File: src/fps_pkg.sv
// Contract
// - Quad pages use four words differing in A1..A0
// - Setup is one write of 75h; reads give status
// - Never send read-status code in these modes
// - After first word, check controller ready is 0
// - Next page starts with address plus first word
// - Exit by out-of-block write; ready 1, flag 0
// - Double word: 35h then two A0-paired writes
// - Quad word: 56h then four A1..A0 writes
// - Stream program: 30h, D0h, words, out-of-block ends
// - Poll status between stream data writes
package fps_pkg;

   localparam int ADDR_W = 22;
   localparam int DATA_W = 16;

   // Device command codes
   localparam logic [DATA_W-1:0] CMD_DWP      = 16'h0035;
   localparam logic [DATA_W-1:0] CMD_QWP      = 16'h0056;
   localparam logic [DATA_W-1:0] CMD_QEFP     = 16'h0075;
   localparam logic [DATA_W-1:0] CMD_EFP      = 16'h0030;
   localparam logic [DATA_W-1:0] CMD_EFP_CONF = 16'h00D0;

   // Device status bit positions
   localparam int SR_CTRL_READY = 7;
   localparam int SR_ERASE_FAIL = 5;
   localparam int SR_PROG_FAIL  = 4;
   localparam int SR_WORD_FLAG  = 0;

   // Register offsets
   localparam logic [11:0] REG_CTRL   = 12'h000;
   localparam logic [11:0] REG_STATUS = 12'h004;
   localparam logic [11:0] REG_BASE   = 12'h008;
   localparam logic [11:0] REG_EXIT   = 12'h00C;
   localparam logic [11:0] REG_DATA0  = 12'h010;
   localparam logic [11:0] REG_DATA3  = 12'h01C;

   // Control field and operation codes
   localparam int CTRL_OP_LSB = 0;
   localparam int OP_W        = 4;
   localparam logic [OP_W-1:0] OP_DWP       = 4'h1;
   localparam logic [OP_W-1:0] OP_QWP       = 4'h2;
   localparam logic [OP_W-1:0] OP_QEFP_PAGE = 4'h3;
   localparam logic [OP_W-1:0] OP_QEFP_EXIT = 4'h4;
   localparam logic [OP_W-1:0] OP_EFP_SETUP = 4'h5;
   localparam logic [OP_W-1:0] OP_EFP_WORD  = 4'h6;
   localparam logic [OP_W-1:0] OP_EFP_END   = 4'h7;
   localparam logic [OP_W-1:0] OP_STATUS_RD = 4'h8;

   // Status register fields
   localparam int STAT_BUSY      = 0;
   localparam int STAT_DONE      = 1;
   localparam int STAT_REJECT    = 2;
   localparam int STAT_QEFP      = 3;
   localparam int STAT_EFP       = 4;
   localparam int STAT_FAIL      = 5;
   localparam int STAT_FLASH_LSB = 16;

   // Reset values
   localparam logic [ADDR_W-1:0] RST_ADDR = 22'h00_0000;
   localparam logic [DATA_W-1:0] RST_DATA = 16'hFFFF;

   // Poll end conditions
   typedef enum logic [1:0] {PC_READY, PC_WORD, PC_EXIT, PC_ONCE} poll_t;

   // Pin timing
   localparam int CLK_MHZ      = 200;
   localparam int T_SETUP_NS   = 10;
   localparam int T_WE_LOW_NS  = 50;
   localparam int T_RD_ACC_NS  = 80;
   localparam int SYNC_STAGES  = 2;
   localparam int SETUP_CYC    = (T_SETUP_NS * CLK_MHZ + 999) / 1000;
   localparam int WE_LOW_CYC   = (T_WE_LOW_NS * CLK_MHZ + 999) / 1000;
   localparam int RD_ACC_CYC   = (T_RD_ACC_NS * CLK_MHZ + 999) / 1000 + SYNC_STAGES;

endpackage

File: src/flash_cycle_if.sv
`timescale 1ns/1ps
`default_nettype none
interface flash_cycle_if
   import fps_pkg::*;
   ();
   logic              start;
   logic              wr;
   logic [ADDR_W-1:0] addr;
   logic [DATA_W-1:0] wdata;
   logic [DATA_W-1:0] rdata;
   logic              done;

   modport eng (input start, input wr, input addr, input wdata, output rdata, output done);
   modport seq (output start, output wr, output addr, output wdata, input rdata, input done);
endinterface
`default_nettype wire

File: src/flash_cycle_engine.sv
`timescale 1ns/1ps
`default_nettype none
module flash_cycle_engine
   import fps_pkg::*;
(
   input  wire logic              pclk,     // Clock
   input  wire logic              presetn,  // Async reset, low
   flash_cycle_if.eng             cyc,      // Cycle request
   output logic [ADDR_W-1:0]      fl_addr,  // Flash address
   output logic [DATA_W-1:0]      fl_dq_o,  // Flash data out
   input  wire logic [DATA_W-1:0] fl_dq_i,  // Flash data in
   output logic                   fl_dq_oe_n, // Low while driving
   output logic                   fl_ce_n,  // Chip enable, low
   output logic                   fl_oe_n,  // Output enable, low
   output logic                   fl_we_n   // Write enable, low
);
   typedef enum logic [1:0] {E_IDLE, E_SETUP, E_PULSE, E_HOLD} est_t;

   est_t              st_r;
   logic [7:0]        cnt_r;
   logic              wr_r;
   logic              done_r;
   logic [DATA_W-1:0] rdata_r;
   logic [DATA_W-1:0] dq_s1_r;
   logic [DATA_W-1:0] dq_s2_r;

   assign cyc.done  = done_r;
   assign cyc.rdata = rdata_r;

   // Data pin synchroniser
   always_ff @(posedge pclk or negedge presetn) begin
      if (!presetn) begin
         dq_s1_r <= '0;
         dq_s2_r <= '0;
      end else begin
         dq_s1_r <= fl_dq_i;
         dq_s2_r <= dq_s1_r;
      end
   end

   // One bus write or read on the pins
   always_ff @(posedge pclk or negedge presetn) begin
      if (!presetn) begin
         st_r       <= E_IDLE;
         cnt_r      <= '0;
         wr_r       <= 1'b0;
         done_r     <= 1'b0;
         rdata_r    <= '0;
         fl_addr    <= RST_ADDR;
         fl_dq_o    <= '0;
         fl_dq_oe_n <= 1'b1;
         fl_ce_n    <= 1'b1;
         fl_oe_n    <= 1'b1;
         fl_we_n    <= 1'b1;
      end else begin
         done_r <= 1'b0;
         case (st_r)
            E_IDLE: begin
               if (cyc.start) begin
                  wr_r       <= cyc.wr;
                  fl_addr    <= cyc.addr;
                  fl_dq_o    <= cyc.wdata;
                  fl_dq_oe_n <= !cyc.wr;
                  fl_ce_n    <= 1'b0;
                  cnt_r      <= 8'(SETUP_CYC - 1);
                  st_r       <= E_SETUP;
               end
            end
            E_SETUP: begin
               if (cnt_r == 8'd0) begin
                  fl_we_n <= !wr_r;
                  fl_oe_n <= wr_r;
                  cnt_r   <= wr_r ? 8'(WE_LOW_CYC - 1) : 8'(RD_ACC_CYC - 1);
                  st_r    <= E_PULSE;
               end else begin
                  cnt_r <= cnt_r - 8'd1;
               end
            end
            E_PULSE: begin
               if (cnt_r == 8'd0) begin
                  fl_we_n <= 1'b1;
                  fl_oe_n <= 1'b1;
                  if (!wr_r) begin
                     rdata_r <= dq_s2_r;
                  end
                  st_r <= E_HOLD;
               end else begin
                  cnt_r <= cnt_r - 8'd1;
               end
            end
            E_HOLD: begin
               fl_ce_n    <= 1'b1;
               fl_dq_oe_n <= 1'b1;
               done_r     <= 1'b1;
               st_r       <= E_IDLE;
            end
            default: begin
               st_r <= E_IDLE;
            end
         endcase
      end
   end
endmodule
`default_nettype wire

File: src/factory_program_sequencer.sv
`timescale 1ns/1ps
`default_nettype none
module factory_program_sequencer
   import fps_pkg::*;
(
   input  wire logic              pclk,       // Clock, 200 MHz
   input  wire logic              presetn,    // Async reset, low
   input  wire logic              psel,       // APB select
   input  wire logic              penable,    // APB enable
   input  wire logic              pwrite,     // APB direction
   input  wire logic [11:0]       paddr,      // APB byte address
   input  wire logic [31:0]       pwdata,     // APB write data
   output logic [31:0]            prdata,     // APB read data
   output logic                   pready,     // APB ready
   output logic                   pslverr,    // APB error
   output logic [ADDR_W-1:0]      fl_addr,    // Flash address
   output logic [DATA_W-1:0]      fl_dq_o,    // Flash data out
   input  wire logic [DATA_W-1:0] fl_dq_i,    // Flash data in
   output logic                   fl_dq_oe_n, // Low while driving
   output logic                   fl_ce_n,    // Chip enable, low
   output logic                   fl_oe_n,    // Output enable, low
   output logic                   fl_we_n     // Write enable, low
);
   typedef enum logic [3:0] {
      S_IDLE, S_CODE, S_WORD, S_ACCEPT, S_ACC_CHK, S_POLL, S_POLL_CHK, S_EXITW, S_WAIT
   } sst_t;

   flash_cycle_if cyc ();

   sst_t              st_r;
   sst_t              ret_r;
   logic [OP_W-1:0]   op_r;
   poll_t             cond_r;
   logic [DATA_W-1:0] code_r;
   logic [1:0]        widx_r;
   logic [1:0]        wlast_r;
   logic              confirm_r;
   logic              start_r;
   logic              wr_r;
   logic [ADDR_W-1:0] caddr_r;
   logic [DATA_W-1:0] cdata_r;
   logic              done_r;
   logic              reject_r;
   logic              fail_r;
   logic              qefp_act_r;
   logic              efp_act_r;
   logic [DATA_W-1:0] fstat_r;
   logic [ADDR_W-1:0] base_r;
   logic [ADDR_W-1:0] exit_r;
   logic [DATA_W-1:0] data_r [4];
   logic [31:0]       prdata_r;
   logic              pready_r;
   logic              pslverr_r;

   // Address of word idx for the running operation
   function automatic logic [ADDR_W-1:0] word_addr(input logic [OP_W-1:0] op,
                                                   input logic [ADDR_W-1:0] base,
                                                   input logic [1:0] idx);
      logic [ADDR_W-1:0] a;
      a = base;
      if (op == OP_DWP) begin
         a = {base[ADDR_W-1:1], idx[0]};
      end else if (op == OP_QWP || op == OP_QEFP_PAGE) begin
         a = {base[ADDR_W-1:2], idx};
      end
      return a;
   endfunction

   // Whether a status read ends the poll
   function automatic logic poll_end(input poll_t c, input logic [DATA_W-1:0] sr);
      logic e;
      e = 1'b1;
      case (c)
         PC_READY: e = sr[SR_CTRL_READY];
         PC_WORD:  e = !sr[SR_WORD_FLAG] || sr[SR_CTRL_READY];
         PC_EXIT:  e = sr[SR_CTRL_READY] && !sr[SR_WORD_FLAG];
         default:  e = 1'b1;
      endcase
      return e;
   endfunction

   // APB decode
   wire              acc_w    = psel && penable && pready_r;
   wire              setup_w  = psel && !penable;
   wire              hit_ctrl = (paddr == REG_CTRL);
   wire              hit_stat = (paddr == REG_STATUS);
   wire              hit_base = (paddr == REG_BASE);
   wire              hit_exit = (paddr == REG_EXIT);
   wire              hit_data = (paddr >= REG_DATA0) && (paddr <= REG_DATA3) &&
                                (paddr[1:0] == 2'b00);
   wire [1:0]        didx     = paddr[3:2];
   wire              mapped   = hit_ctrl || hit_stat || hit_base || hit_exit || hit_data;
   wire              busy_w   = (st_r != S_IDLE);
   wire              go_w     = acc_w && pwrite && hit_ctrl && !busy_w;
   wire [OP_W-1:0]   go_op    = pwdata[CTRL_OP_LSB +: OP_W];
   wire [31:0]       stat_w   = {fstat_r, 10'h000, fail_r, efp_act_r, qefp_act_r,
                                 reject_r, done_r, busy_w};
   wire [31:0]       rd_mux   = hit_ctrl ? {28'h000_0000, op_r} :
                                hit_stat ? stat_w :
                                hit_base ? {10'h000, base_r} :
                                hit_exit ? {10'h000, exit_r} :
                                hit_data ? {16'h0000, data_r[didx]} : 32'h0000_0000;
   wire [DATA_W-1:0] sr_w     = cyc.rdata;
   wire              sr_fail  = sr_w[SR_PROG_FAIL] || sr_w[SR_ERASE_FAIL];

   assign cyc.start = start_r;
   assign cyc.wr    = wr_r;
   assign cyc.addr  = caddr_r;
   assign cyc.wdata = cdata_r;
   assign prdata    = prdata_r;
   assign pready    = pready_r;
   assign pslverr   = pslverr_r;

   // APB slave answer, zero wait states
   always_ff @(posedge pclk or negedge presetn) begin
      if (!presetn) begin
         prdata_r  <= 32'h0000_0000;
         pready_r  <= 1'b0;
         pslverr_r <= 1'b0;
      end else begin
         pready_r  <= setup_w;
         pslverr_r <= setup_w && !mapped;
         if (setup_w) begin
            prdata_r <= rd_mux;
         end
      end
   end

   // Software registers
   always_ff @(posedge pclk or negedge presetn) begin
      if (!presetn) begin
         base_r <= RST_ADDR;
         exit_r <= RST_ADDR;
         for (int i = 0; i < 4; i++) begin
            data_r[i] <= RST_DATA;
         end
      end else if (acc_w && pwrite) begin
         if (hit_base) begin
            base_r <= pwdata[ADDR_W-1:0];
         end
         if (hit_exit) begin
            exit_r <= pwdata[ADDR_W-1:0];
         end
         if (hit_data) begin
            data_r[didx] <= pwdata[DATA_W-1:0];
         end
      end
   end

   // Command sequencer
   always_ff @(posedge pclk or negedge presetn) begin
      if (!presetn) begin
         st_r       <= S_IDLE;
         ret_r      <= S_IDLE;
         op_r       <= '0;
         cond_r     <= PC_ONCE;
         code_r     <= '0;
         widx_r     <= '0;
         wlast_r    <= '0;
         confirm_r  <= 1'b0;
         start_r    <= 1'b0;
         wr_r       <= 1'b0;
         caddr_r    <= RST_ADDR;
         cdata_r    <= '0;
         done_r     <= 1'b0;
         reject_r   <= 1'b0;
         fail_r     <= 1'b0;
         qefp_act_r <= 1'b0;
         efp_act_r  <= 1'b0;
         fstat_r    <= '0;
      end else begin
         start_r <= 1'b0;
         case (st_r)
            S_IDLE: begin
               if (go_w) begin
                  op_r      <= go_op;
                  done_r    <= 1'b0;
                  reject_r  <= 1'b0;
                  widx_r    <= 2'd0;
                  confirm_r <= 1'b0;
                  case (go_op)
                     OP_DWP: begin
                        code_r  <= CMD_DWP;
                        wlast_r <= 2'd1;
                        cond_r  <= PC_READY;
                        st_r    <= S_CODE;
                     end
                     OP_QWP: begin
                        code_r  <= CMD_QWP;
                        wlast_r <= 2'd3;
                        cond_r  <= PC_READY;
                        st_r    <= S_CODE;
                     end
                     OP_QEFP_PAGE: begin
                        code_r  <= CMD_QEFP;
                        wlast_r <= 2'd3;
                        cond_r  <= PC_WORD;
                        st_r    <= qefp_act_r ? S_WORD : S_CODE;
                     end
                     OP_QEFP_EXIT: begin
                        cond_r <= PC_EXIT;
                        st_r   <= S_EXITW;
                     end
                     OP_EFP_SETUP: begin
                        code_r    <= CMD_EFP;
                        wlast_r   <= 2'd0;
                        confirm_r <= 1'b1;
                        cond_r    <= PC_ONCE;
                        st_r      <= S_CODE;
                     end
                     OP_EFP_WORD: begin
                        wlast_r <= 2'd0;
                        cond_r  <= PC_WORD;
                        st_r    <= S_WORD;
                     end
                     OP_EFP_END: begin
                        cond_r <= PC_WORD;
                        st_r   <= S_EXITW;
                     end
                     OP_STATUS_RD: begin
                        cond_r <= PC_ONCE;
                        st_r   <= S_POLL;
                     end
                     default: begin
                        done_r <= 1'b1;
                     end
                  endcase
               end
            end
            S_CODE: begin
               start_r <= 1'b1;
               wr_r    <= 1'b1;
               caddr_r <= base_r;
               cdata_r <= code_r;
               ret_r   <= S_WORD;
               st_r    <= S_WAIT;
            end
            S_WORD: begin
               start_r <= 1'b1;
               wr_r    <= 1'b1;
               caddr_r <= word_addr(op_r, base_r, widx_r);
               cdata_r <= confirm_r ? CMD_EFP_CONF : data_r[widx_r];
               widx_r  <= widx_r + 2'd1;
               st_r    <= S_WAIT;
               if (widx_r == wlast_r) begin
                  ret_r <= S_POLL;
               end else if (op_r == OP_QEFP_PAGE && widx_r == 2'd0 && !qefp_act_r) begin
                  ret_r <= S_ACCEPT;
               end else begin
                  ret_r <= S_WORD;
               end
            end
            S_ACCEPT: begin
               start_r <= 1'b1;
               wr_r    <= 1'b0;
               caddr_r <= base_r;
               ret_r   <= S_ACC_CHK;
               st_r    <= S_WAIT;
            end
            S_ACC_CHK: begin
               fstat_r <= sr_w;
               if (sr_w[SR_CTRL_READY]) begin
                  reject_r <= 1'b1;
                  done_r   <= 1'b1;
                  st_r     <= S_IDLE;
               end else begin
                  qefp_act_r <= 1'b1;
                  st_r       <= S_WORD;
               end
            end
            S_POLL: begin
               start_r <= 1'b1;
               wr_r    <= 1'b0;
               caddr_r <= base_r;
               ret_r   <= S_POLL_CHK;
               st_r    <= S_WAIT;
            end
            S_POLL_CHK: begin
               fstat_r <= sr_w;
               if (poll_end(cond_r, sr_w)) begin
                  done_r <= 1'b1;
                  fail_r <= sr_fail;
                  st_r   <= S_IDLE;
                  if (op_r == OP_QEFP_PAGE) begin
                     qefp_act_r <= !sr_w[SR_CTRL_READY];
                  end
                  if (op_r == OP_QEFP_EXIT) begin
                     qefp_act_r <= 1'b0;
                  end
                  if (op_r == OP_EFP_SETUP) begin
                     efp_act_r <= !sr_fail;
                  end
                  if (op_r == OP_EFP_END && sr_w[SR_CTRL_READY]) begin
                     efp_act_r <= 1'b0;
                  end
               end else begin
                  st_r <= S_POLL;
               end
            end
            S_EXITW: begin
               start_r <= 1'b1;
               wr_r    <= 1'b1;
               caddr_r <= exit_r;
               cdata_r <= data_r[0];
               ret_r   <= S_POLL;
               st_r    <= S_WAIT;
            end
            S_WAIT: begin
               if (cyc.done) begin
                  st_r <= ret_r;
               end
            end
            default: begin
               st_r <= S_IDLE;
            end
         endcase
      end
   end

   // Pin cycle engine
   flash_cycle_engine u_engine (
      .pclk       (pclk),
      .presetn    (presetn),
      .cyc        (cyc),
      .fl_addr    (fl_addr),
      .fl_dq_o    (fl_dq_o),
      .fl_dq_i    (fl_dq_i),
      .fl_dq_oe_n (fl_dq_oe_n),
      .fl_ce_n    (fl_ce_n),
      .fl_oe_n    (fl_oe_n),
      .fl_we_n    (fl_we_n)
   );
endmodule
`default_nettype wire

File: config.mk
export PLATFORM = sky130hd
export DESIGN_NAME = factory_program_sequencer
export DESIGN_NICKNAME = d
export VERILOG_FILES = /design/src/fps_pkg.sv /design/src/flash_cycle_if.sv /design/src/flash_cycle_engine.sv /design/src/factory_program_sequencer.sv
export SDC_FILE = /design/constraint.sdc
export NUM_CORES = 1
export LEC_CHECK = 0
export ABC_AREA = 1
export BUFFER_PORTS_ARGS = -buffer_cell sky130_fd_sc_hd__buf_2
export CORE_MARGIN = 2
export CORE_UTILIZATION = 55
export CTS_CLUSTER_SIZE = 40
export DETAILED_ROUTE_END_ITERATION = 12
export PLACE_DENSITY = 0.75
export SLEW_MARGIN = 10
export SYNTH_ARGS = -nofsm -noshare
export SYNTH_HDL_FRONTEND = slang
export SYNTH_SLANG_ARGS = --single-unit
export TNS_END_PERCENT = 5
File: constraint.sdc
create_clock -name pclk -period 3.6 [get_ports pclk]
set_clock_uncertainty 0.15 [all_clocks]
set_input_delay 0.72 -clock pclk [delete_from_list [all_inputs] [get_ports pclk]]
set_output_delay 0.72 -clock pclk [all_outputs]
set_load 0.05 [all_outputs]
Word level (Yosys, flattened, before mapping):

Index checks and enable logic that the tools add are counted.

* logic and storage cells: 250
* register bits: 340
* input port bits: 65

* order comparisons: 5
* reduce and logical (&&, ||, !) cells: 86
* mux-type cells: 72
* $add $sub $neg: 2
* equal/unequal tests: 42
* bitwise gates (word level): 3

Operators with widths (count)
* $mux W16: 7
* $pmux W22 S3: 1
* $bmux W16 S2: 2
* $bwmux W64: 1
* $mux W32: 2
* $pmux W16 S4: 1
* $pmux W4 S5: 3
* $pmux W16 S3: 1
* $eq A4 B3 Y1 const B: 11
* $mux W22: 2
* $demux W16 S2: 1
* $reduce_and A3 Y1: 10
* $eq A12 B4 Y1 const B: 2
* $eq A4 B2 Y1 const B: 6
* $mux W8: 3
* $pmux W8 S3: 1
* $mux W1: 21
* $mux W2: 8
* $pmux W2 S4: 2
* $reduce_and A2 Y1: 8
* $reduce_bool A3 Y1: 5
* $logic_and A1 B1 Y1: 14
* $pmux W1 S2: 7
* $reduce_bool A2 Y1: 7
* 37 further kinds: 84

Depth between registers and ports, before layout:

Gate-level depths: netlist (run 1).

* depth after elaboration: 9
* gate-level depth with buffers: 13
* mapped depth without buffers: 13

Modules after synthesis:

From an unflattened synthesis (run 1), not the netlist that was laid out.

* cell total of the unflattened synthesis: 1721
* area, all modules: 14760.4 µm²

Modules (own cells, without submodules)
* factory_program_sequencer: area an instance 10814.1 µm², cells an instance 1324, instances 1
* flash_cycle_engine: area an instance 3946.3 µm², cells an instance 397, instances 1

Worst setup path after synthesis (run 1):

Ideal clock, no wire load.

* path type: input port to flip-flop
* start: in paddr[9]
* end: reg exit_r[3]
* data arrival time: 1827 ps
* setup time: 135 ps
* slack: 1487 ps
* buffers on the path: 1
* stages on the path: 9
* cells stage by stage: nor2_1 > nand2_2 > nor2_8 > nand2_2 > nor2_4 > nand2_2 > clkbuf_1 > nand2_1 > o21ai_0

* longest elaborated chain between the ends: 2

RTL lines
* from (decl): line factory_program_sequencer.sv:11 `input wire logic [11:0] paddr,`
* $eq A12 B4 Y1: line factory_program_sequencer.sv:88 `wire hit_exit = (paddr == REG_EXIT);`
* $reduce_and A2 Y1 (no source line)
* to (signal assigned): line factory_program_sequencer.sv:142 `exit_r <= pwdata[ADDR_W-1:0];`
* to (decl): line factory_program_sequencer.sv:49 `logic [ADDR_W-1:0] exit_r;`

No other way between the ends.
A chain may end at the register's enable or synchronous reset.

Worst setup path in the final report (run 1):

* start: reg u_engine.cnt_r[0]
* end: reg u_engine.rdata_r[7] (netlist: u_engine.cyc.rdata[7])

* longest elaborated chain between the ends: 2

RTL lines
* from (decl): line flash_cycle_engine.sv:20 `logic [7:0] cnt_r;`
* from (signal assigned): line flash_cycle_engine.sv:65 `cnt_r <= 8'(SETUP_CYC - 1);`
* from (signal assigned): line flash_cycle_engine.sv:73 `cnt_r <= wr_r ? 8'(WE_LOW_CYC - 1) : 8'(RD_ACC_CYC - 1);`
* from (signal assigned): line flash_cycle_engine.sv:76 `cnt_r <= cnt_r - 8'd1;`
* $logic_not A8 Y1: line flash_cycle_engine.sv:80 `if (cnt_r == 8'd0) begin`
* $reduce_and A3 Y1 (no source line)
* to (signal assigned): line flash_cycle_engine.sv:84 `rdata_r <= dq_s2_r;`
* to (decl): line flash_cycle_engine.sv:23 `logic [DATA_W-1:0] rdata_r;`

No other way between the ends.

==> results of run 1 <==
==> area by class of cell <==
| cell class | count | area, um2 | area share |
|---|---|---|---|
| clock buffers | 57 | 1060 | 0.0627 |
| clock inverters | 6 | 36.3 | 0.00214 |
| inverters | 182 | 683 | 0.0404 |
| multi-input cells | 1104 | 5500 | 0.325 |
| flip-flops and latches | 329 | 8320 | 0.492 |
| well taps | 341 | 427 | 0.0252 |
| repair buffers | 155 | 886 | 0.0524 |
==> layer usage <==
layer | vias up | track usage
li1 | 5722 | -
met1 | 5731 | 0.373
met2 | 463 | 0.409
met3 | 86 | 0.0489
met4 | 0 | 0.104
met5 | - | 0
==> how the worst max path moves through the flow <==
| stage | startpoint | to | slack, ns | cells after the start |
|---|---|---|---|---|
| floorplan | paddr[9] | exit_r[3] | 1.49 | 9 |
| global placement | paddr[1] | prdata[11] | 0.88 | 12 |
| detailed placement | paddr[1] | prdata[11] | 0.84 | 12 |
| CTS | u_engine.cnt_r[0] | u_engine.cyc.rdata[15] | 1.30 | 8 |
| global route | u_engine.cnt_r[0] | u_engine.cyc.rdata[4] | 1.09 | 8 |
| finish | u_engine.cnt_r[0] | u_engine.cyc.rdata[7] | 1.27 | 8 |
==> cell families (layout without fill, tap and decap cells) <==
logic type,Yosys count,in the layout,share of synthesized area
DFF,329,329,0.559
buffers and inverters,253,400,0.0718
adders and majority gates,6,6,0.00504
AOI/OAI and AO/OA,380,380,0.146
and+or+nand+nor,689,689,0.197
muxes,25,25,0.0189
xor gates and xnor gates,4,4,0.00235
==> registers in the layout, indices dropped and copies added (netlist names), 2 cells and up <==
signal / cells
code_r: 6
u_engine.dq_s1_r: 16
base_r: 22
ret_r: 3
u_engine.fl_addr: 22
wlast_r: 2
u_engine.cyc.rdata: 16
u_engine.dq_s2_r: 16
caddr_r: 22
op_r: 4
widx_r: 2
st_r: 4
cond_r: 2
exit_r: 22
cdata_r: 16
data_r: 64
prdata: 32
fstat_r: 16
u_engine.fl_dq_o: 16
u_engine.st_r: 2
u_engine.cnt_r: 8
==> stage by stage <==
step	area (um2)	worst slack, ns	power, mW	utilization	hold slack [ns]
after global placement	15800	0.876	7.04	0.590	0.182
final	16900	1.27	10.5	0.631	0.0601
after detailed placement	15800	0.836	7.14	0.590	0.186
after global routing	16900	1.09	11.1	0.631	0.118
after floorplan	14900	1.49	6.37	-	0.181
after CTS	16900	1.30	10.6	0.631	0.0962
==> placed cells by master, fill, tap and decap left out, drive strengths merged, types with 10 or more instances in the layout <==
cell type  Yosys  layout
clkbuf        40      57
nand3         51      51
a22oi         11      11
buf           31     155
o21ai        246     246
dfrtp        259     259
nand2        504     504
a21oi         70      70
nor2         101     101
mux2          25      25
nor3          10      10
o211ai        27      27
dfstp         70      70
nand4         16      16
inv          182     182
==> power by group <==
| group | leakage (nW) | switching (mW) | internal [mW] |
|---|---|---|---|
| registers | 4.14 | 0.270 | 4.20 |
| logic | 3.66 | 1.86 | 0.794 |
| clock network | 0.536 | 1.40 | 2.02 |
| total | 8.34 | 3.53 | 7.01 |
==> run_summary.xml, run 1 <==
<?xml version="1.0" encoding="UTF-8"?>
<metrics>
  <group name="finish">
    <metric name="layout.nets" unit="">1878</metric>
    <metric name="num_antenna_cells" unit="">0</metric>
    <metric name="drive_above_1_share" unit="">0.203</metric>
    <metric name="fill_cells" unit="">2207</metric>
    <metric name="layout.cells.non_filler" unit="">2174</metric>
    <metric name="syn_to_final_growth" unit="%">13.6</metric>
  </group>
  <group name="logic_synthesis">
    <metric name="flops_latches_synth" unit="">329</metric>
    <metric name="post_synth_main_area_contributors" unit="">sky130_fd_sc_hd__dfrtp_1 44%, sky130_fd_sc_hd__dfstp_2 12%, sky130_fd_sc_hd__nand2_1 12%, sky130_fd_sc_hd__o21ai_0 5.4%, sky130_fd_sc_hd__inv_1 4.4%</metric>
    <metric name="synth.top_cell.area_share" unit="">0.435</metric>
    <metric name="asyncSetResetFlopFracSynth" unit="">1.00</metric>
    <metric name="synth-edff-count" unit="">0</metric>
    <metric name="ys_types" unit="">45</metric>
    <metric name="synth_largest_area_cell" unit="">sky130_fd_sc_hd__dfrtp_1</metric>
    <metric name="syn-cell-area" unit="um2">14900</metric>
    <metric name="postSynth.topFlopCell" unit="">sky130_fd_sc_hd__dfrtp_1</metric>
    <metric name="synth_fp_nets" unit="">1757</metric>
    <metric name="synthesis.yosys.warnings" unit="">0</metric>
    <metric name="yosys-top-cells-count" unit="">490 x sky130_fd_sc_hd__nand2_1, 259 x sky130_fd_sc_hd__dfrtp_1, 176 x sky130_fd_sc_hd__inv_1</metric>
    <metric name="synthCells" unit="">1686</metric>
    <metric name="yosys.cell_count.top_type" unit="">sky130_fd_sc_hd__nand2_1</metric>
    <metric name="synth-seq-area-share" unit="">0.559</metric>
    <metric name="synthesis.area_per_instance" unit="um2">8.83</metric>
  </group>
  <group name="routing">
    <metric name="met3_length" unit="mm">2.85</metric>
    <metric name="drc_errors" unit="">0</metric>
    <metric name="met2_wl" unit="mm">16.9</metric>
    <metric name="drt_first_pass_iters" unit="">8</metric>
    <metric name="routed-via-count" unit="">12000</metric>
    <metric name="antenna_violating_nets_post_route" unit="">0</metric>
    <metric name="via_per_inst" unit="">5.52</metric>
    <metric name="wl_met1" unit="mm">16.2</metric>
    <metric name="routed_wirelength" unit="mm">37.1</metric>
    <metric name="detailedRoute.firstIterationViolations" unit="">1074</metric>
    <metric name="highest_layer" unit="">met4</metric>
    <metric name="drt-wirelength-per-cell" unit="um">17.1</metric>
  </group>
  <group name="grt">
    <metric name="grt_max_degree" unit="">89</metric>
    <metric name="grt_overall_usage" unit="">0.264</metric>
    <metric name="grt_pass1_wl" unit="mm">59.5</metric>
    <metric name="grt_antenna_before_repair" unit="">0</metric>
    <metric name="grt_pass1_vias" unit="">11600</metric>
    <metric name="globalRoute.totalOverflow" unit="">0</metric>
  </group>
  <group name="floorplan">
    <metric name="dieArea" unit="um2">28400</metric>
    <metric name="initial_utilization" unit="">0.556</metric>
    <metric name="top_ports" unit="">141</metric>
    <metric name="placeableCoreArea" unit="um2">26800</metric>
    <metric name="dieWidth" unit="um">169</metric>
    <metric name="core.rowCount" unit="">60</metric>
    <metric name="chipHeight" unit="um">169</metric>
  </group>
  <group name="worst_setup_path">
    <metric name="crit_path_max_fanout" unit="">16</metric>
    <metric name="r2r_end" unit="">u_engine.cyc.rdata[7]</metric>
    <metric name="setup.reg_to_reg.worst_slack" unit="ns">1.27</metric>
    <metric name="worst-endpoint-required" unit="ns">3.84</metric>
    <metric name="rr_startpoint" unit="">u_engine.cnt_r[0]</metric>
    <metric name="critical-path-slowest-cell" unit="">sky130_fd_sc_hd__mux2_2</metric>
    <metric name="critPathArrivalTime" unit="ns">2.56</metric>
    <metric name="crit_type" unit="">reg2reg</metric>
    <metric name="critical_path.cell_chain" unit="">inv_1 -&gt; ha_1 -&gt; nand2_1 -&gt; nor2_1 -&gt; nand4_1 -&gt; inv_1 -&gt; nand3_2 -&gt; mux2_2</metric>
    <metric name="reg2reg_depth" unit="">8</metric>
    <metric name="timing.critical_path.mode_cell" unit="">sky130_fd_sc_hd__inv_1</metric>
    <metric name="worstPathBufferInverterCount" unit="">2</metric>
    <metric name="path_delay_family" unit="">simple AND/OR/NAND/NOR gates</metric>
    <metric name="worstSetupEndpointType" unit="">register</metric>
    <metric name="startpoint_type" unit="">register</metric>
    <metric name="slowest_delay" unit="ns">0.44</metric>
  </group>
  <group name="power_and_ir_drop">
    <metric name="cellLeakagePower" unit="nW">8.34</metric>
    <metric name="power_per_cell_area" unit="nW/um2">623</metric>
    <metric name="irDropWorstVdd" unit="V">0.000345</metric>
  </group>
  <group name="cts">
    <metric name="post_cts.repair.setup_buffers" unit="">0</metric>
    <metric name="cts.hold.buffers_added" unit="">0</metric>
    <metric name="h-tree-depth" unit="">2</metric>
    <metric name="clk_root_buf" unit="">sky130_fd_sc_hd__clkbuf_16</metric>
    <metric name="insertion_delay" unit="ns">0.51</metric>
    <metric name="ctsLongestPathBuffers" unit="">3</metric>
    <metric name="numCtsBuffers" unit="">35</metric>
    <metric name="tritoncts" unit="">yes</metric>
    <metric name="cts_repair_resize_count" unit="">0</metric>
    <metric name="clock_sinks" unit="">329</metric>
    <metric name="clkSlewWorstSetupHoldPaths" unit="ns">0.06</metric>
  </group>
  <group name="placed_design">
    <metric name="gp_congestion" unit="">0.904</metric>
    <metric name="dp_hpwl" unit="mm">24.9</metric>
    <metric name="place_inst" unit="">2111</metric>
    <metric name="buffer_ports.inserted" unit="">130</metric>
  </group>
  <group name="timing">
    <metric name="rsz0062_at_grt" unit="">no</metric>
    <metric name="setup_viol" unit="">0</metric>
    <metric name="final_max_slew_viol_count" unit="">0</metric>
    <metric name="max_freq" unit="MHz">430</metric>
    <metric name="setup_tns" unit="ns">0</metric>
    <metric name="period_share" unit="">0.646</metric>
    <metric name="final_period_minus_worst_setup_slack" unit="ns">2.33</metric>
    <metric name="report.final.hold_viol_count" unit="">0</metric>
    <metric name="worst_slew_pin_slew" unit="ns">0.857</metric>
    <metric name="relSlewSlack" unit="">0.428</metric>
  </group>
  <group name="outcome">
    <metric name="outcome" unit="">completed</metric>
  </group>
  <group name="run">
    <metric name="max-cap-violations" unit="">0</metric>
  </group>
  <group name="worst_hold_path">
    <metric name="hold_class" unit="">in2async</metric>
  </group>
</metrics>
(Power assumes the default switching activity.)
==> run 2: changes to the inputs <==
--- a/config.mk
+++ b/config.mk
@@ -8,10 +8,10 @@
 export ABC_AREA = 1
 export BUFFER_PORTS_ARGS = -buffer_cell sky130_fd_sc_hd__buf_2
 export CORE_MARGIN = 2
-export CORE_UTILIZATION = 55
+export CORE_UTILIZATION = 54
 export CTS_CLUSTER_SIZE = 40
 export DETAILED_ROUTE_END_ITERATION = 12
-export PLACE_DENSITY = 0.75
+export PLACE_DENSITY = 0.77
 export SLEW_MARGIN = 10
 export SYNTH_ARGS = -nofsm -noshare
 export SYNTH_HDL_FRONTEND = slang
==> constraint.sdc (replaced) <==
create_clock -name pclk -period 1.9 [get_ports pclk]
set_clock_uncertainty 0.15 [all_clocks]
set_input_delay 0.38 -clock pclk [delete_from_list [all_inputs] [get_ports pclk]]
set_output_delay 0.38 -clock pclk [all_outputs]
set_load 0.05 [all_outputs]
==> run 2 against run 1 <==
Against the previous run:
- the flow now finishes with violations (negative setup slack)
- register-to-register slack worse by 1.3 ns
- hold slack lost 0.032 ns
- via count increased by 5.2%
- wire length grew 6.6%
- non-clock buffer count rose by 102
- critical path depth is 1 higher
- sequential cell count is the same
- clock power up 110%
- fmax grew 18%
- highest routed layer unchanged
==> run_summary.xml, run 2 (synthesis results as in run 1) <==
<?xml version="1.0" encoding="UTF-8"?>
<metrics>
  <group name="outcome">
    <metric name="outcome" unit="">finished with violations</metric>
    <metric name="failing_checks" unit="">negative setup slack</metric>
  </group>
  <group name="finish">
    <metric name="layout_commonest_cell" unit="">sky130_fd_sc_hd__nand2_1</metric>
    <metric name="num_antenna_cells" unit="">0</metric>
    <metric name="layout.nets" unit="">1979</metric>
    <metric name="fin_util" unit="">0.677</metric>
    <metric name="syn_to_final_growth" unit="%">22.9</metric>
    <metric name="drive_above_1_share" unit="">0.251</metric>
    <metric name="number_of_flip_flops_under_the_largest_register_name" unit="">64</metric>
    <metric name="final_cell_mix" unit="">481 x sky130_fd_sc_hd__nand2_1, 257 x sky130_fd_sc_hd__dfrtp_1, 171 x sky130_fd_sc_hd__inv_1, 156 x sky130_fd_sc_hd__o21ai_0, 129 x sky130_fd_sc_hd__buf_2</metric>
    <metric name="largest-register" unit="">data_r</metric>
  </group>
  <group name="floorplan">
    <metric name="dieArea" unit="um2">28900</metric>
    <metric name="placeableCoreArea" unit="um2">27000</metric>
    <metric name="core.rowCount" unit="">60</metric>
    <metric name="top_ports" unit="">141</metric>
    <metric name="initial_utilization" unit="">0.551</metric>
    <metric name="dieWidth" unit="um">170</metric>
    <metric name="chipHeight" unit="um">170</metric>
  </group>
  <group name="power_and_ir_drop">
    <metric name="power_per_cell_area" unit="nW/um2">1190</metric>
    <metric name="cellLeakagePower" unit="nW">9.03</metric>
    <metric name="finalPower" unit="mW">21.8</metric>
    <metric name="irDropWorstVdd" unit="V">0.000715</metric>
  </group>
  <group name="timing">
    <metric name="period_share" unit="">1.04</metric>
    <metric name="final_max_slew_viol_count" unit="">0</metric>
    <metric name="rsz0062_at_grt" unit="">yes</metric>
    <metric name="worst_slew_pin_slew" unit="ns">0.416</metric>
    <metric name="final_period_minus_worst_setup_slack" unit="ns">1.97</metric>
    <metric name="max_freq" unit="MHz">508</metric>
    <metric name="setup_viol" unit="">17</metric>
    <metric name="setup_tns" unit="ns">-0.799</metric>
    <metric name="relSlewSlack" unit="">0.720</metric>
    <metric name="post-route-worst-setup-slack" unit="ns">-0.0679</metric>
    <metric name="report.final.hold_viol_count" unit="">0</metric>
  </group>
  <group name="routing">
    <metric name="routed-via-count" unit="">12600</metric>
    <metric name="drt_first_pass_iters" unit="">8</metric>
    <metric name="drt-wirelength-per-cell" unit="um">17.4</metric>
    <metric name="drc_errors" unit="">0</metric>
    <metric name="detailedRoute.firstIterationViolations" unit="">1125</metric>
    <metric name="antenna_violating_nets_post_route" unit="">0</metric>
    <metric name="routed_wirelength" unit="mm">39.6</metric>
    <metric name="via_per_inst" unit="">5.56</metric>
  </group>
  <group name="worst_setup_path">
    <metric name="worst-endpoint-required" unit="ns">2.13</metric>
    <metric name="startpoint_type" unit="">register</metric>
    <metric name="crit_path_max_fanout" unit="">8</metric>
    <metric name="reg2reg_depth" unit="">9</metric>
    <metric name="critPathArrivalTime" unit="ns">2.20</metric>
    <metric name="crit_type" unit="">reg2reg</metric>
    <metric name="worstSetupEndpointType" unit="">register</metric>
  </group>
  <group name="grt">
    <metric name="grt_antenna_before_repair" unit="">0</metric>
    <metric name="globalRoute.totalOverflow" unit="">0</metric>
    <metric name="grt_max_degree" unit="">48</metric>
    <metric name="grt_pass1_wl" unit="mm">62.7</metric>
    <metric name="grt_pass1_vias" unit="">12300</metric>
    <metric name="grt_overall_usage" unit="">0.275</metric>
  </group>
  <group name="cts">
    <metric name="clkSlewWorstSetupHoldPaths" unit="ns">0.06</metric>
    <metric name="h-tree-depth" unit="">2</metric>
    <metric name="tritoncts" unit="">yes</metric>
    <metric name="clk_root_buf" unit="">sky130_fd_sc_hd__clkbuf_16</metric>
    <metric name="clock_sinks" unit="">329</metric>
    <metric name="numCtsBuffers" unit="">34</metric>
    <metric name="insertion_delay" unit="ns">0.51</metric>
    <metric name="ctsLongestPathBuffers" unit="">3</metric>
  </group>
  <group name="placed_design">
    <metric name="gp_congestion" unit="">0.901</metric>
    <metric name="buffer_ports.inserted" unit="">130</metric>
    <metric name="dp_hpwl" unit="mm">27.0</metric>
  </group>
  <group name="worst_hold_path">
    <metric name="hold_class" unit="">in2reg</metric>
    <metric name="timing.hold.worst_path_depth" unit="">3</metric>
  </group>
  <group name="run">
    <metric name="max-cap-violations" unit="">0</metric>
  </group>
</metrics>
==> run 2: cell count changes in the layout (fill, tap and decap cells not counted), moves of 3 or more <==
| cell | delta |
|---|---|
| sky130_fd_sc_hd__buf_12 | +23 |
| sky130_fd_sc_hd__buf_4 | +56 |
| sky130_fd_sc_hd__bufinv_16 | +5 |
| sky130_fd_sc_hd__clkbuf_1 | -9 |
| sky130_fd_sc_hd__clkbuf_8 | +3 |
| sky130_fd_sc_hd__dlygate4sd3_1 | +20 |
| sky130_fd_sc_hd__inv_1 | -5 |
| sky130_fd_sc_hd__inv_2 | +4 |
| sky130_fd_sc_hd__nand2_1 | -8 |
| sky130_fd_sc_hd__nand2_4 | +6 |
| sky130_fd_sc_hd__nor2_1 | -5 |
| sky130_fd_sc_hd__nor2_2 | +3 |
| sky130_fd_sc_hd__o21ai_0 | -6 |
| sky130_fd_sc_hd__o21ai_1 | +5 |
==> run 2: metrics by stage <==
| stage | setup WS (ns) | hold WS (ns) | instances | instance area, um2 |
|---|---|---|---|---|
| 6_report | -0.0679 | 0.0277 | 2272 | 18300 |
| 5_1_grt | -0.141 | 0.0104 | 2272 | 18300 |
| 4_1_cts | 0.00282 | 0.00717 | 2270 | 18200 |
| 3_5_place_dp | -0.151 | 0.164 | 2191 | 16700 |
| 3_3_place_gp | -0.126 | 0.164 | 2191 | 16700 |
| 2_1_floorplan | 0.0155 | -0.0656 | 1686 | 14900 |
==> run 2: power by group <==
part / switching (mW) / internal [mW] / total, mW
clock: 2.66 / 4.56 / 7.22
combinational: 3.88 / 2.14 / 6.02
sequential: 0.568 / 7.97 / 8.53
==> run 2: layout make-up <==
cell class / instances / area, um2
clock buffer: 51 / 1070
clock inverter: 8 / 168
fill: 2036 / 8720
inverter: 182 / 686
multi-input combinational: 1104 / 5620
sequential: 329 / 8320
tap: 341 / 427
timing repair buffer: 257 / 2010
==> run 2: repair_timing <==
item / 4_1_cts / 5_1_grt
setup endpoints to repair: 15 / 93
gates resized for setup: 4 / 40
hold buffers: 20 / 0
hold endpoints to repair: 111 / 0
pin swaps: 1 / 7
setup buffers: 0 / 1
cloned: 0 / 1
==> run 2: path summary, 6_finish.rpt <==
kind	slack (ns)	from	to
hold reg to reg	0.20	u_engine.dq_s1_r[7]	u_engine.dq_s2_r[7]
setup / recovery	-0.07	u_engine.cnt_r[1]	u_engine.cyc.rdata[1]
setup reg to reg	-0.07	u_engine.cnt_r[1]	u_engine.cyc.rdata[1]
min in group asynchronous	0.23	presetn	caddr_r[9]
hold / removal	0.03	pwdata[17]	base_r[17]
max in group asynchronous	0.71	presetn	data_r[48]
==> run 2: critical path, stage by stage, from the launching register on <==
cell and delay, ns:
sky130_fd_sc_hd__dfrtp_1 0.38, sky130_fd_sc_hd__inv_2 0.08, sky130_fd_sc_hd__ha_4 0.15, sky130_fd_sc_hd__nand2_4 0.06, sky130_fd_sc_hd__nor2_4 0.12, sky130_fd_sc_hd__nand4_1 0.18
sky130_fd_sc_hd__inv_2 0.13, sky130_fd_sc_hd__nand3_4 0.12, sky130_fd_sc_hd__clkbuf_16 0.20, sky130_fd_sc_hd__mux2_2 0.28
==> run 2: routing by layer <==
layer / up-vias / GRT usage / share of wire
met4: 0 / 0.0955 / 0.030
met5: - / 0 / 0
met1: 6085 / 0.373 / 0.42
met2: 512 / 0.445 / 0.47
li1: 5931 / - / -
met3: 93 / 0.0509 / 0.080
